**src/design/charger_cfg_defs.vh**
```
`ifndef CHARGER_CFG_DEFS_VH
`define CHARGER_CFG_DEFS_VH

// register addresses on the internal register port
`define CFG_ADDR_CHG_CURRENT      8'h02
`define CFG_ADDR_PRE_TERM_CURRENT 8'h03
`define CFG_ADDR_CHG_VOLTAGE      8'h04
`define CFG_ADDR_TERM_TIMER       8'h05

// reset values
`define CFG_RST_CHG_CURRENT       8'h60
`define CFG_RST_PRE_TERM_CURRENT  8'h11
`define CFG_RST_CHG_VOLTAGE       8'hB2
`define CFG_RST_TERM_TIMER        8'h9A

// charge current register fields
`define FAST_CUR_MSB              7
`define FAST_CUR_LSB              2
`define COLD_SEL_BIT              1
`define REDUCED_BIT               0

// pre-charge / end-of-charge current register fields
`define PRE_CUR_MSB               7
`define PRE_CUR_LSB               4
`define END_CUR_MSB               3
`define END_CUR_LSB               0

// charge voltage register fields
`define VOLT_MSB                  7
`define VOLT_LSB                  2
`define EXIT_SEL_BIT              1
`define RECHG_SEL_BIT             0

// termination / timer register fields
`define TERM_EN_BIT               7
`define TT_RSVD_HI_BIT            6
`define WDOG_MSB                  5
`define WDOG_LSB                  4
`define SAFETY_EN_BIT             3
`define SAFETY_SEL_MSB            2
`define SAFETY_SEL_LSB            1
`define TT_RSVD_LO_BIT            0

// current scales in mA (512, 64, 3008 max code 39, 128, 128)
`define FAST_BASE_MA              13'h0200
`define FAST_STEP_MA              13'h0040
`define FAST_MAX_CODE             6'h27
`define CUR_BASE_MA               12'h080
`define CUR_STEP_MA               12'h080
`define REDUCED_FAST_DIV          13'h0005

// voltage scales in mV (3504, 16, 2800, 3000, 100, 300)
`define VOLT_BASE_MV              13'h0DB0
`define VOLT_STEP_MV              13'h0010
`define EXIT_LO_MV                12'hAF0
`define EXIT_HI_MV                12'hBB8
`define RECHG_LO_MV               9'h064
`define RECHG_HI_MV               9'h12C

// cold threshold in permille of the regulator rail (760, 790)
`define COLD_LO_PERMILLE          10'h2F8
`define COLD_HI_PERMILLE          10'h316

// watchdog timeout in seconds (40, 80, 160)
`define WDOG_40_S                 8'h28
`define WDOG_80_S                 8'h50
`define WDOG_160_S                8'hA0

// fast-charge safety limit in hours (5, 8, 12, 20)
`define SAFETY_5_H                5'h05
`define SAFETY_8_H                5'h08
`define SAFETY_12_H               5'h0C
`define SAFETY_20_H               5'h14

`endif

```
**src/design/charger_cfg_regs.v**
```verilog
// Overview of operation
// - fast-charge code in bits 7:2, 512 mA base, 64 mA steps, codes to 100111.
// - fast-charge code resets to 011000 (2048 mA); cold and reduced bits reset zero.
// - charge-current bit 1 picks boost cold threshold, 76% or 79% of rail.
// - reduced bit set gives 20% fast-charge and 50% pre-charge current.
// - pre-charge current from bits 7:4, 128 mA steps on 128 mA base.
// - end-of-charge current from bits 3:0, same scale, resets to 0001.
// - pre-charge/end-of-charge register resets to 00010001.
// - charge voltage from bits 7:2, 16 mV steps above 3.504 V.
// - charge-voltage register resets to 0xB2, giving 4.208 V.
// - charge-voltage bit 1 sets pre-charge exit at 2.8 V or 3.0 V.
// - charge-voltage bit 0 sets recharge offset 100 mV or 300 mV.
// - termination/timer register resets to 10011010.
// - termination enable, watchdog, safety enable, timer select, reserved bit positions.
// - every bit of all four registers is readable and writable.
// - watchdog select 00 off, else 40 s, 80 s, 160 s.
// - safety timer select gives 5, 8, 12 or 20 hours.
// - termination enable bit 1 allows termination; defaults to 1.
`timescale 1ns/1ps
`include "charger_cfg_defs.vh"
module charger_cfg_regs (
    input  wire        clk_in,
    input  wire        resetn_in,
    // register port from the serial bus engine
    input  wire [7:0]  reg_addr_in,
    input  wire        reg_wr_en_in,
    input  wire [7:0]  reg_wr_data_in,
    input  wire        reg_rd_en_in,
    output reg  [7:0]  reg_rd_data_out,
    output reg         reg_rd_valid_out,
    output reg         reg_rd_hit_out,
    // return all four registers to defaults
    input  wire        defaults_reload_in,
    // raw fields
    output wire [5:0]  fast_charge_current_code_out,
    output wire        cold_threshold_select_out,
    output wire        reduced_current_select_out,
    output wire [3:0]  precharge_current_code_out,
    output wire [3:0]  end_of_charge_current_code_out,
    output wire [5:0]  charge_voltage_code_out,
    output wire        precharge_exit_threshold_select_out,
    output wire        recharge_offset_select_out,
    output wire [1:0]  watchdog_select_out,
    output wire [1:0]  fast_charge_timer_select_out,
    // decoded set points for the regulation loops
    output reg  [12:0] fast_charge_ma_out,
    output reg         fast_charge_code_supported_out,
    output reg  [11:0] precharge_ma_out,
    output reg  [11:0] end_of_charge_ma_out,
    output reg  [12:0] charge_voltage_mv_out,
    output reg  [11:0] precharge_exit_mv_out,
    output reg  [8:0]  recharge_offset_mv_out,
    output reg  [9:0]  cold_threshold_permille_out,
    // timer and termination settings
    output wire        termination_enable_out,
    output wire        watchdog_enable_out,
    output wire [7:0]  watchdog_timeout_s_out,
    output wire        safety_timer_enable_out,
    output wire [4:0]  safety_limit_hours_out
);

    // four byte-wide registers
    localparam NUM_REGS = 4;

    // index 0 is the lowest address
    wire [7:0]  reg_value [0:NUM_REGS-1];
    wire [NUM_REGS-1:0] addr_hit;

    // named views of the images
    wire [7:0]  chg_cur_r;
    wire [7:0]  pre_term_r;
    wire [7:0]  chg_volt_r;
    wire [7:0]  term_timer_r;

    // set points ahead of the flops
    reg  [12:0] fast_ma_d;
    reg  [12:0] fast_applied_d;
    reg  [11:0] pre_ma_d;
    reg  [11:0] pre_applied_d;
    reg  [11:0] end_ma_d;
    reg  [12:0] volt_mv_d;
    // read mux output
    reg  [7:0]  rd_data_d;

    // one storage cell per register, each with its own default
    genvar gi;
    generate
        for (gi = 0; gi < NUM_REGS; gi = gi + 1)
        begin : g_reg
            // cells differ in default and address only
            // charge-current default 0x60
            localparam [7:0] RST =
                (gi == 0) ? `CFG_RST_CHG_CURRENT :
                (gi == 1) ? `CFG_RST_PRE_TERM_CURRENT :
                (gi == 2) ? `CFG_RST_CHG_VOLTAGE :
                            `CFG_RST_TERM_TIMER;
            localparam [7:0] ADDR =
                (gi == 0) ? `CFG_ADDR_CHG_CURRENT :
                (gi == 1) ? `CFG_ADDR_PRE_TERM_CURRENT :
                (gi == 2) ? `CFG_ADDR_CHG_VOLTAGE :
                            `CFG_ADDR_TERM_TIMER;

            // exact address match, no aliasing
            // one hot: gates writes and steers reads
            assign addr_hit[gi] = (reg_addr_in == ADDR);

            // all bits writable
            // only the addressed cell sees the strobe
            cfg_reg_cell #(
                .RESET_VAL (RST)
            ) u_cell (
                .clk_in     (clk_in),
                .resetn_in  (resetn_in),
                .reload_in  (defaults_reload_in),
                .wr_en_in   (reg_wr_en_in & addr_hit[gi]),
                .wr_data_in (reg_wr_data_in),
                .value_out  (reg_value[gi])
            );
        end
    endgenerate

    // fixed order of the four images
    assign chg_cur_r    = reg_value[0];
    assign pre_term_r   = reg_value[1];
    assign chg_volt_r   = reg_value[2];
    assign term_timer_r = reg_value[3];

    assign fast_charge_current_code_out = chg_cur_r[`FAST_CUR_MSB:`FAST_CUR_LSB];

    assign cold_threshold_select_out    = chg_cur_r[`COLD_SEL_BIT];

    assign reduced_current_select_out   = chg_cur_r[`REDUCED_BIT];

    assign precharge_current_code_out   = pre_term_r[`PRE_CUR_MSB:`PRE_CUR_LSB];

    assign end_of_charge_current_code_out = pre_term_r[`END_CUR_MSB:`END_CUR_LSB];

    assign charge_voltage_code_out      = chg_volt_r[`VOLT_MSB:`VOLT_LSB];

    assign precharge_exit_threshold_select_out = chg_volt_r[`EXIT_SEL_BIT];

    assign recharge_offset_select_out   = chg_volt_r[`RECHG_SEL_BIT];

    assign watchdog_select_out          = term_timer_r[`WDOG_MSB:`WDOG_LSB];
    assign fast_charge_timer_select_out = term_timer_r[`SAFETY_SEL_MSB:`SAFETY_SEL_LSB];

    // fast-charge current in mA
    // code 63 gives 4544 mA, fits 13 bits
    always @*
    begin
        fast_ma_d = `FAST_BASE_MA
                  + ({7'h00, chg_cur_r[`FAST_CUR_MSB:`FAST_CUR_LSB]} * `FAST_STEP_MA);
    end

    // same scale for end-of-charge
    // code 15 gives 2048 mA, fits 12 bits
    always @*
    begin
        pre_ma_d = `CUR_BASE_MA
                 + ({8'h00, pre_term_r[`PRE_CUR_MSB:`PRE_CUR_LSB]} * `CUR_STEP_MA);
        end_ma_d = `CUR_BASE_MA
                 + ({8'h00, pre_term_r[`END_CUR_MSB:`END_CUR_LSB]} * `CUR_STEP_MA);
    end

    // reduced mode scales both charge currents
    // divide by a constant; truncates toward zero, worst error under 1 mA
    // both currents follow the bit together
    always @*
    begin
        if (chg_cur_r[`REDUCED_BIT])
        begin
            fast_applied_d = fast_ma_d / `REDUCED_FAST_DIV;
            pre_applied_d  = {1'b0, pre_ma_d[11:1]};
        end
        else
        begin
            fast_applied_d = fast_ma_d;
            pre_applied_d  = pre_ma_d;
        end
    end

    // regulation voltage in mV
    // code 63 gives 4512 mV, fits 13 bits
    always @*
    begin
        volt_mv_d = `VOLT_BASE_MV
                  + ({7'h00, chg_volt_r[`VOLT_MSB:`VOLT_LSB]} * `VOLT_STEP_MV);
    end

    // set points go out through flops so the analog side never sees glitches
    // they trail the register by one edge
    always @(posedge clk_in)
    begin
        if (!resetn_in)
        begin
            // zeros keep the loops idle in reset
            fast_charge_ma_out             <= 13'h0000;
            fast_charge_code_supported_out <= 1'b0;
            precharge_ma_out               <= 12'h000;
            end_of_charge_ma_out           <= 12'h000;
            charge_voltage_mv_out          <= 13'h0000;
            precharge_exit_mv_out          <= 12'h000;
            recharge_offset_mv_out         <= 9'h000;
            cold_threshold_permille_out    <= 10'h000;
        end
        else
        begin
            fast_charge_ma_out   <= fast_applied_d;
            precharge_ma_out     <= pre_applied_d;
            end_of_charge_ma_out <= end_ma_d;

            // codes above 100111 flagged unsupported
            // the code is kept so read-back matches
            fast_charge_code_supported_out <=
                (chg_cur_r[`FAST_CUR_MSB:`FAST_CUR_LSB] <= `FAST_MAX_CODE);

            // voltage set point; codes above 4.400 V stored, not clamped
            charge_voltage_mv_out <= volt_mv_d;

            precharge_exit_mv_out <= chg_volt_r[`EXIT_SEL_BIT] ? `EXIT_HI_MV : `EXIT_LO_MV;

            recharge_offset_mv_out <= chg_volt_r[`RECHG_SEL_BIT] ? `RECHG_HI_MV : `RECHG_LO_MV;

            cold_threshold_permille_out <=
                chg_cur_r[`COLD_SEL_BIT] ? `COLD_HI_PERMILLE : `COLD_LO_PERMILLE;
        end
    end

    // termination enable, watchdog and safety timer decode
    // same one-edge lag as the set points,
    // so the set-point and timer outputs move together; the raw field outputs follow the register at once
    timer_select_decode u_timer_dec (
        .clk_in                  (clk_in),
        .resetn_in               (resetn_in),
        .term_timer_in           (term_timer_r),
        .termination_enable_out  (termination_enable_out),
        .watchdog_enable_out     (watchdog_enable_out),
        .watchdog_timeout_s_out  (watchdog_timeout_s_out),
        .safety_timer_enable_out (safety_timer_enable_out),
        .safety_limit_hours_out  (safety_limit_hours_out)
    );

    // reserved bits read back whatever the host left there
    // a miss reads zero, so it is harmless
    always @*
    begin
        case (addr_hit)
            4'b0001: rd_data_d = chg_cur_r;
            4'b0010: rd_data_d = pre_term_r;
            4'b0100: rd_data_d = chg_volt_r;
            4'b1000: rd_data_d = term_timer_r;
            default: rd_data_d = 8'h00;
        endcase
    end

    // read data registered; a write in the same cycle is seen on the next read
    // valid pulses; data and hit hold
    always @(posedge clk_in)
    begin
        if (!resetn_in)
        begin
            reg_rd_data_out  <= 8'h00;
            reg_rd_valid_out <= 1'b0;
            reg_rd_hit_out   <= 1'b0;
        end
        else
        begin
            reg_rd_valid_out <= reg_rd_en_in;

            // misses answer too, hit low
            if (reg_rd_en_in)
            begin
                reg_rd_data_out <= rd_data_d;
                reg_rd_hit_out  <= |addr_hit;
            end
        end
    end

endmodule

```
**src/design/cfg_reg_cell.v**
```verilog
`timescale 1ns/1ps
module cfg_reg_cell #(
    parameter [7:0] RESET_VAL = 8'h00
) (
    input  wire       clk_in,
    input  wire       resetn_in,
    input  wire       reload_in,
    input  wire       wr_en_in,
    input  wire [7:0] wr_data_in,
    output wire [7:0] value_out
);

    reg  [7:0] value_q;
    reg  [7:0] value_d;

    // reload to defaults beats a write in the same cycle
    always @*
    begin
        value_d = value_q;
        if (reload_in)
            value_d = RESET_VAL;
        else if (wr_en_in)
            value_d = wr_data_in;
    end

    // every bit, reserved ones too, is stored as written
    always @(posedge clk_in)
    begin
        if (!resetn_in)
            value_q <= RESET_VAL;
        else
            value_q <= value_d;
    end

    assign value_out = value_q;

endmodule

```
**src/design/timer_select_decode.v**
```verilog
`timescale 1ns/1ps
`include "charger_cfg_defs.vh"
module timer_select_decode (
    input  wire       clk_in,
    input  wire       resetn_in,
    input  wire [7:0] term_timer_in,
    output reg        termination_enable_out,
    output reg        watchdog_enable_out,
    output reg  [7:0] watchdog_timeout_s_out,
    output reg        safety_timer_enable_out,
    output reg  [4:0] safety_limit_hours_out
);

    reg  [7:0] wdog_s_d;
    reg  [4:0] safety_h_d;

    // watchdog select: 00 turns the timer off
    always @*
    begin
        case (term_timer_in[`WDOG_MSB:`WDOG_LSB])
            2'b01:   wdog_s_d = `WDOG_40_S;
            2'b10:   wdog_s_d = `WDOG_80_S;
            2'b11:   wdog_s_d = `WDOG_160_S;
            default: wdog_s_d = 8'h00;
        endcase
    end

    // fast-charge safety limit
    always @*
    begin
        case (term_timer_in[`SAFETY_SEL_MSB:`SAFETY_SEL_LSB])
            2'b00:   safety_h_d = `SAFETY_5_H;
            2'b01:   safety_h_d = `SAFETY_8_H;
            2'b10:   safety_h_d = `SAFETY_12_H;
            default: safety_h_d = `SAFETY_20_H;
        endcase
    end

    // outputs lag the register by one cycle; zero during reset
    always @(posedge clk_in)
    begin
        if (!resetn_in)
        begin
            termination_enable_out  <= 1'b0;
            watchdog_enable_out     <= 1'b0;
            watchdog_timeout_s_out  <= 8'h00;
            safety_timer_enable_out <= 1'b0;
            safety_limit_hours_out  <= 5'h00;
        end
        else
        begin
            termination_enable_out  <= term_timer_in[`TERM_EN_BIT];
            watchdog_enable_out     <= |term_timer_in[`WDOG_MSB:`WDOG_LSB];
            watchdog_timeout_s_out  <= wdog_s_d;
            safety_timer_enable_out <= term_timer_in[`SAFETY_EN_BIT];
            safety_limit_hours_out  <= safety_h_d;
        end
    end

endmodule

```
**config.mk**
```make
export PLATFORM = sky130hd
export DESIGN_NAME = charger_cfg_regs
export DESIGN_NICKNAME = d
export VERILOG_FILES = /design/src/design/charger_cfg_regs.v /design/src/design/cfg_reg_cell.v /design/src/design/timer_select_decode.v
export VERILOG_INCLUDE_DIRS = /design/src /design/src/design
export SDC_FILE = /design/constraint.sdc
export NUM_CORES = 1
export LEC_CHECK = 0
export BUFFER_PORTS_ARGS = -buffer_cell sky130_fd_sc_hd__buf_2
export CAP_MARGIN = 20
export CELL_PAD_IN_SITES_DETAIL_PLACEMENT = 0
export CELL_PAD_IN_SITES_GLOBAL_PLACEMENT = 1
export CORE_MARGIN = 8
export CORE_UTILIZATION = 35
export DETAILED_ROUTE_END_ITERATION = 10
export PLACE_DENSITY_LB_ADDON = 0.2
export SLEW_MARGIN = 10
export SYNTH_ARGS = -nofsm -noshare
export SYNTH_HDL_FRONTEND = slang
export SYNTH_SLANG_ARGS = --single-unit
```
**constraint.sdc**
```tcl
create_clock -name clk_in -period 8.7 [get_ports clk_in]
set_input_delay 1.305 -clock clk_in [delete_from_list [all_inputs] [get_ports clk_in]]
set_output_delay 1.305 -clock clk_in [all_outputs]
set_load 0.02 [all_outputs]
```
# Word level (Yosys, flattened, before mapping)
# Cells that the tools add are included.
[word_totals]
in_bits = 21
register_bits = 140
wordCells = 58
output_inout_bits = 136
[classes]
n_div = 1
muxes = 8
n_reduce_logical = 5
magnitude_cmp = 1
add_sub_neg = 4
bitwise = 5
n_eq_ne = 13
[ops]
columns = ["cell", "n"]
rows = [
  ["$pmux 8 s4", 1],
  ["$mux 9", 3],
  ["$add 8x11->12 const A", 2],
  ["$pmux 8 s3", 1],
  ["$eq 8x2->1 const B", 2],
  ["$eq 8x3->1 const B", 2],
  ["$pmux 5 s3", 1],
  ["$add 10x12->13 const A", 1],
  ["$add 12x10->13 const A", 1],
  ["$div 13x3->13 const B", 1],
  ["$mux 13", 1],
  ["$mux 11", 1],
  ["$eq 2x2->1 const B", 3],
  ["$le 6x6->1 const B", 1],
  ["$reduce_or 2->1", 3],
  ["$and 1x1->1", 4],
  ["$eq 2x1->1 const B", 2],
  ["$eq 4x1->1 const B", 1],
  ["$eq 4x2->1 const B", 1],
  ["$eq 4x3->1 const B", 1],
  ["$eq 4x4->1 const B", 1],
  ["$reduce_or 4->1", 1],
  ["$logic_not 2->1", 1],
  ["$not 1->1", 1],
]

# Logic depth before layout (Yosys ltp)
[logic_depth]
word_depth = 3
ltp_mapped = 33
mapped_depth_nobuf = 30

# Cells and area by module
# A second synthesis with hierarchy kept.
[hier_totals]
hier_cells = 676
area_unflattened_um2 = 5970.7
[by_module_without_submodules]
columns = ["mod", "seq_area_each_um2", "area_each_um2", "cells_per_inst", "n_inst"]
rows = [
  ["charger_cfg_regs", 1021.0, 4372.9, 534, 1],
  ["cfg_reg_cell (g_reg[0].u_cell ...)", 160.2, 305.3, 27, 2],
  ["cfg_reg_cell (g_reg[2].u_cell ...)", 160.2, 294.0, 27, 2],
  ["timer_select_decode", 220.2, 399.1, 34, 1],
]

# Worst setup path after synthesis
# Ideal clock, no wire load.
[synth_path]
path_type = "register to register"
from = "reg g_reg[0].u_cell.value_q[5]"
to = "reg fast_charge_ma_out[0]"
arrival_ns = 7.072
period_less_slack_ns = 7.159
t_required_ns = 8.614
path_buffers = 3
path_stages_with_launch = 33
setup_slack_ns = 1.541
setup_time_ns = 0.086
cell_sequence = "dfxtp_1 > buf_2 > inv_1 > ha_1 > or4_4 > o311ai_2 > a21boi_1 > a22oi_2 > nand2_1 > ha_1 > a21oi_1 > o22ai_1 > o21ai_1 > inv_1 > ha_1 > clkbuf_1 > or3_1 > ha_1 > clkbuf_1 > a21o_1 > or2_4 > ha_1 > inv_1 > nand3_1 > o21ai_2 > a21oi_2 > ha_1 > nor2_1 > o21ai_1 > ha_1 > xnor2_1 > a41o_1 > a221oi_2"
[synth_between]
elab_chain_cells = 3
[synth_lines]
columns = ["element", "line_no", "text"]
rows = [
  ["start: declaration", "cfg_reg_cell.v:13", "reg [7:0] value_q;"],
  ["start signal: assignment", "cfg_reg_cell.v:32", "value_q <= value_d;"],
  ["$add 10x12->13 (no line)", "-", ""],
  ["$div 13x3->13 (no line)", "-", ""],
  ["$mux 13", "charger_cfg_regs.v:170", "if (chg_cur_r[`REDUCED_BIT])"],
  ["end signal: assignment", "charger_cfg_regs.v:208", "fast_charge_ma_out <= fast_applied_d;"],
  ["end: declaration", "charger_cfg_regs.v:46", "output reg [12:0] fast_charge_ma_out,"],
]
# No other way between the ends.
# A chain may end at the register's enable or synchronous reset.

# Worst setup path in the final report
[layout_path]
from = "reg g_reg[0].u_cell.value_q[6]"
to = "reg fast_charge_ma_out[0]"
# Same word-level chain as after synthesis.

==> metrics.md <==
| Metric | Value |
|---|---|
| Vias/cell | `5.26` |
| Worst-Skew Late Latency | `0.35 ns` |
| Width of the die | `144 um` |
| Num CTS Buffers | `9` |
| TNS Setup | `0 ns` |
| Fin crit period | `8.00 ns` |
| Placer Congestion | `0.932` |
| Fraction of registers with async set/reset | `0%` |
| Number of synthesized register bits | `94` |
| Setup repair bufs after CTS | `0` |
| Num rows | `47` |
| Ys Warns | `0` |
| Vias in the first global route | `5,157` |
| Core Region | `16,300 um^2` |
| Relative slew margins | `38.3%` |
| F_max | `0.125 GHz` |
| Lkg Pwr | `2.84 nW` |
| GRT overflow | `0` |
| WHS Path Cells | `2` |
| Die Ht | `144 um` |
| Syn Inst Count | `729` |
| Sequential share of the synthesized area | `32.7%` |
| Starting density of the core | `35.2%` |
| DIE AREA | `20,800 um^2` |
| Mean post-synth cell area | `7.89 um^2` |
| Final Max Slew Viols | `0` |
| Clock sinks | `94` |
| Largest area contributor in the netlist | `dfxtp_1` |
| Min Hold Slack | `0.456 ns` |
| GRT Util Overall | `17.3%` |
| # diodes | `0` |
| DRC | `0` |
| Area grow syn2layout | `13.7%` |
| MaxCap Viol Count | `0` |
| Top-Level Pins | `157` |
| Maximum clock path buffer count | `2` |
| Largest stage delay, worst path | `0.61 ns` |
| Crit-path slowest cell | `dfxtp_1` |
| Final setup viols | `0` |
| Worst EP required | `8.96 ns` |
| Hold crit path type | `reg -> reg` |
| FF-to-FF Start | `g_reg[0].u_cell.value_out[6]` |
| # hold bufs at CTS | `0` |
| Synth top area cells | `dfxtp_1 33%, buf_4 7.0%, nand2_1 5.2%` |
| Crit path arrival time | `8.26 ns` |
| Pint | `661 uW` |
| CTS clk-pin slew, worst paths | `0.07 ns` |
| RSZ-0062 raised after global routing | `false` |
| DP HPWL | `14,000 um` |
| Initial drt markers | `376` |
| Yosys cell types | `87` |
| Detail Route Antenna Nets | `0` |
| Synth Cell Area | `5750 um^2` |
| Worst VDD drop | `0.0929 mV` |
| Crit Path Max Fanout | `21` |
| Routed WL | `18,400 um` |
| Initial antenna violation count | `0` |
| Hold Path Sink | `g_reg[3].u_cell.value_out[0]` |
| Status | `finished, final reports clean` |
| Sequential Power Share | `48.7%` |
| DRT Pass-1 Iters | `4` |
| Pin count of the biggest net entering global routing | `38` |
| Reg2reg setup slack | `0.70 ns` |
| Final nets | `849` |
| Logic gate share of total power | `8.2%` |
| PwrDens | `137 nW/um^2` |
| Port bufs | `126` |
| Sw power | `234 uW` |
| Post-DR wirelength/cell | `17.8 um` |
| Total number of vias | `5,456` |
| Worst setup path category | `reg -> reg` |
| Share of cells above drive strength 1 | `22.8%` |
| Htree depth | `3` |
| Fin. Hold Viols | `0` |
| Root buffer cell | `clkbuf_16` |
| CTS tree | `built` |
| Crit. End Element | `register` |
| Part of the power in the clock network | `43.1%` |
| First-pass GRT wire length | `28,400 um` |
| Post-synth top flop | `dfxtp_1` |
| Start point of the worst hold path | `g_reg[3].u_cell.value_out[0]` |
| EDFF count, synth | `0` |
| Slew at the pin closest to its max-slew limit | `0.922 ns` |
| Reg2reg end | `fast_charge_ma_out[0]` |
| Fin crit share | `92.0%` |
| Switch share | `26.2%` |
| Yosys top cell area share | `32.7%` |
| Skew final | `0.0103 ns` |
| R2R depth | `28` |
| # resized after CTS | `0` |
| Startpoint types | `register` |
| Most frequent CP cell | `ha_1` |
[cell type report]
type / instances / area, um^2
sequential: 94 / 1880
inverter: 27 / 101
tap: 220 / 275
timing repair buffer: 133 / 681
clock inverter: 6 / 50.0
fill: 1728 / 9800
multi-input combinational: 547 / 3320
clock buffer: 10 / 239
[per-layer routing]
metal	track usage (%)	vias up	routed length, um
met3	3.50	22	1220
met4	6.24	0	370
met5	0	-	0
met1	21.8	2570	8280
li1	-	2667	-
met2	28.8	197	8550
[power by group through the flow]
stage	sequential, mW	clock, mW	combinational (mW)
2_1_floorplan	0.453	0	0.0582
3_3_place_gp	0.447	0	0.0728
3_5_place_dp	0.447	0	0.0728
4_1_cts	0.437	0.397	0.0730
5_1_grt	0.437	0.415	0.0794
6_report	0.437	0.386	0.0733
[how the worst max path moves through the flow]
stage	start	cells after the start	to
6_report	g_reg[0].u_cell.value_out[6]	28	fast_charge_ma_out[0]
3_3_place_gp	g_reg[0].u_cell.value_out[6]	28	fast_charge_ma_out[0]
3_5_place_dp	g_reg[0].u_cell.value_out[6]	27	fast_charge_ma_out[0]
2_1_floorplan	g_reg[0].u_cell.value_out[5]	32	fast_charge_ma_out[0]
4_1_cts	g_reg[0].u_cell.value_out[6]	28	fast_charge_ma_out[0]
5_1_grt	g_reg[0].u_cell.value_out[6]	28	fast_charge_ma_out[0]
[through the flow]
| stage | power [mW] | setup WS, ns | instances | area, um^2 | util, % |
|---|---|---|---|---|---|
| after floorplan | 0.511 | 1.54 | 758 | 5860 | - |
| after global placement | 0.519 | 1.03 | 1020 | 6250 | 38.2 |
| after detailed placement | 0.519 | 0.797 | 1020 | 6250 | 38.2 |
| after CTS | 0.906 | 0.767 | 1036 | 6540 | 40.0 |
| after global routing | 0.932 | 0.0627 | 1037 | 6540 | 40.0 |
| final | 0.896 | 0.697 | 1037 | 6540 | 40.0 |
[synthesized netlist by cell type (all sizes together) (3+ instances only)]
library cell	instances
a31oi	6
a211oi	10
nand2	79
nor4	3
ha	16
and3	6
o221ai	3
nor2b	5
inv	27
nor3b	9
xnor2	11
o31ai	6
and2	16
o21ai	29
a221oi	3
a21oi	61
nand4	7
dfxtp	94
mux2i	3
nand3	44
xor2	7
nor2	73
buf	68
a21boi	5
nor3	12
or3	3
o21a	6
o211ai	11
or2	4
nand2b	11
clkbuf	22
a211o	3
o211a	3
a22oi	20
a21o	4
[critical path, delay by kind of cell, from the launching register on]
kind	cells	cell delay (ns)
buffers and inverters	2	0.26
adders and majority gates	7	2.37
AOI/OAI and AO/OA	12	2.69
xor gates and xnor gates	1	0.13
and+or+nand+nor	6	1.82
DFF	1	0.61
[cells in the final DEF, fill, tap and decap left out, drive strengths merged, types with 3 or more instances in the layout]
master / Yosys / routed
or3: 3 / 3
o211a: 3 / 3
nand3: 44 / 44
nor3b: 9 / 9
o221ai: 3 / 3
clkbuf: 22 / 10
a21o: 4 / 4
conb: 1 / 30
buf: 68 / 133
a31oi: 6 / 6
xor2: 7 / 7
dfxtp: 94 / 94
nand2: 79 / 79
a211oi: 10 / 10
nor4: 3 / 3
a211o: 3 / 3
a21oi: 61 / 61
nand2b: 11 / 11
nor2b: 5 / 5
and3: 6 / 6
nand4: 7 / 7
mux2i: 3 / 3
a22oi: 20 / 20
nor2: 73 / 73
o21a: 6 / 6
a221oi: 3 / 3
o31ai: 6 / 6
inv: 27 / 31
a21boi: 5 / 5
o211ai: 11 / 11
xnor2: 11 / 11
ha: 16 / 16
or2: 4 / 4
and2: 16 / 16
o21ai: 29 / 29
nor3: 12 / 12
[cell families (layout without fill, tap and decap cells)]
group	count (synthesis)	count (layout)	share of synthesized area [%]
AO/OA/AOI/OAI	194	194	24.0
XOR/XNOR	18	18	2.87
adder cells (fa/ha/maj)	17	17	3.65
buffers and inverters	117	176	11.6
flip-flops	94	94	32.7
multiplexers	3	3	0.522
other	1	30	0.0652
AND/OR/NAND/NOR	285	285	24.6
[flip-flops by register name, indices dropped and copies added (netlist names), 2 cells and up]
| register | cells |
|---|---|
| charge_voltage_mv_out | 9 |
| cold_threshold_permille_out | 2 |
| end_of_charge_ma_out | 5 |
| fast_charge_ma_out | 13 |
| g.u_cell.value_out | 32 |
| precharge_exit_mv_out | 2 |
| precharge_ma_out | 6 |
| recharge_offset_mv_out | 3 |
| reg_rd_data_out | 8 |
| u_timer_dec.safety_limit_hours_out | 4 |
| u_timer_dec.watchdog_timeout_s_out | 4 |
No activity file was read; power rests on OpenSTA's default activity.
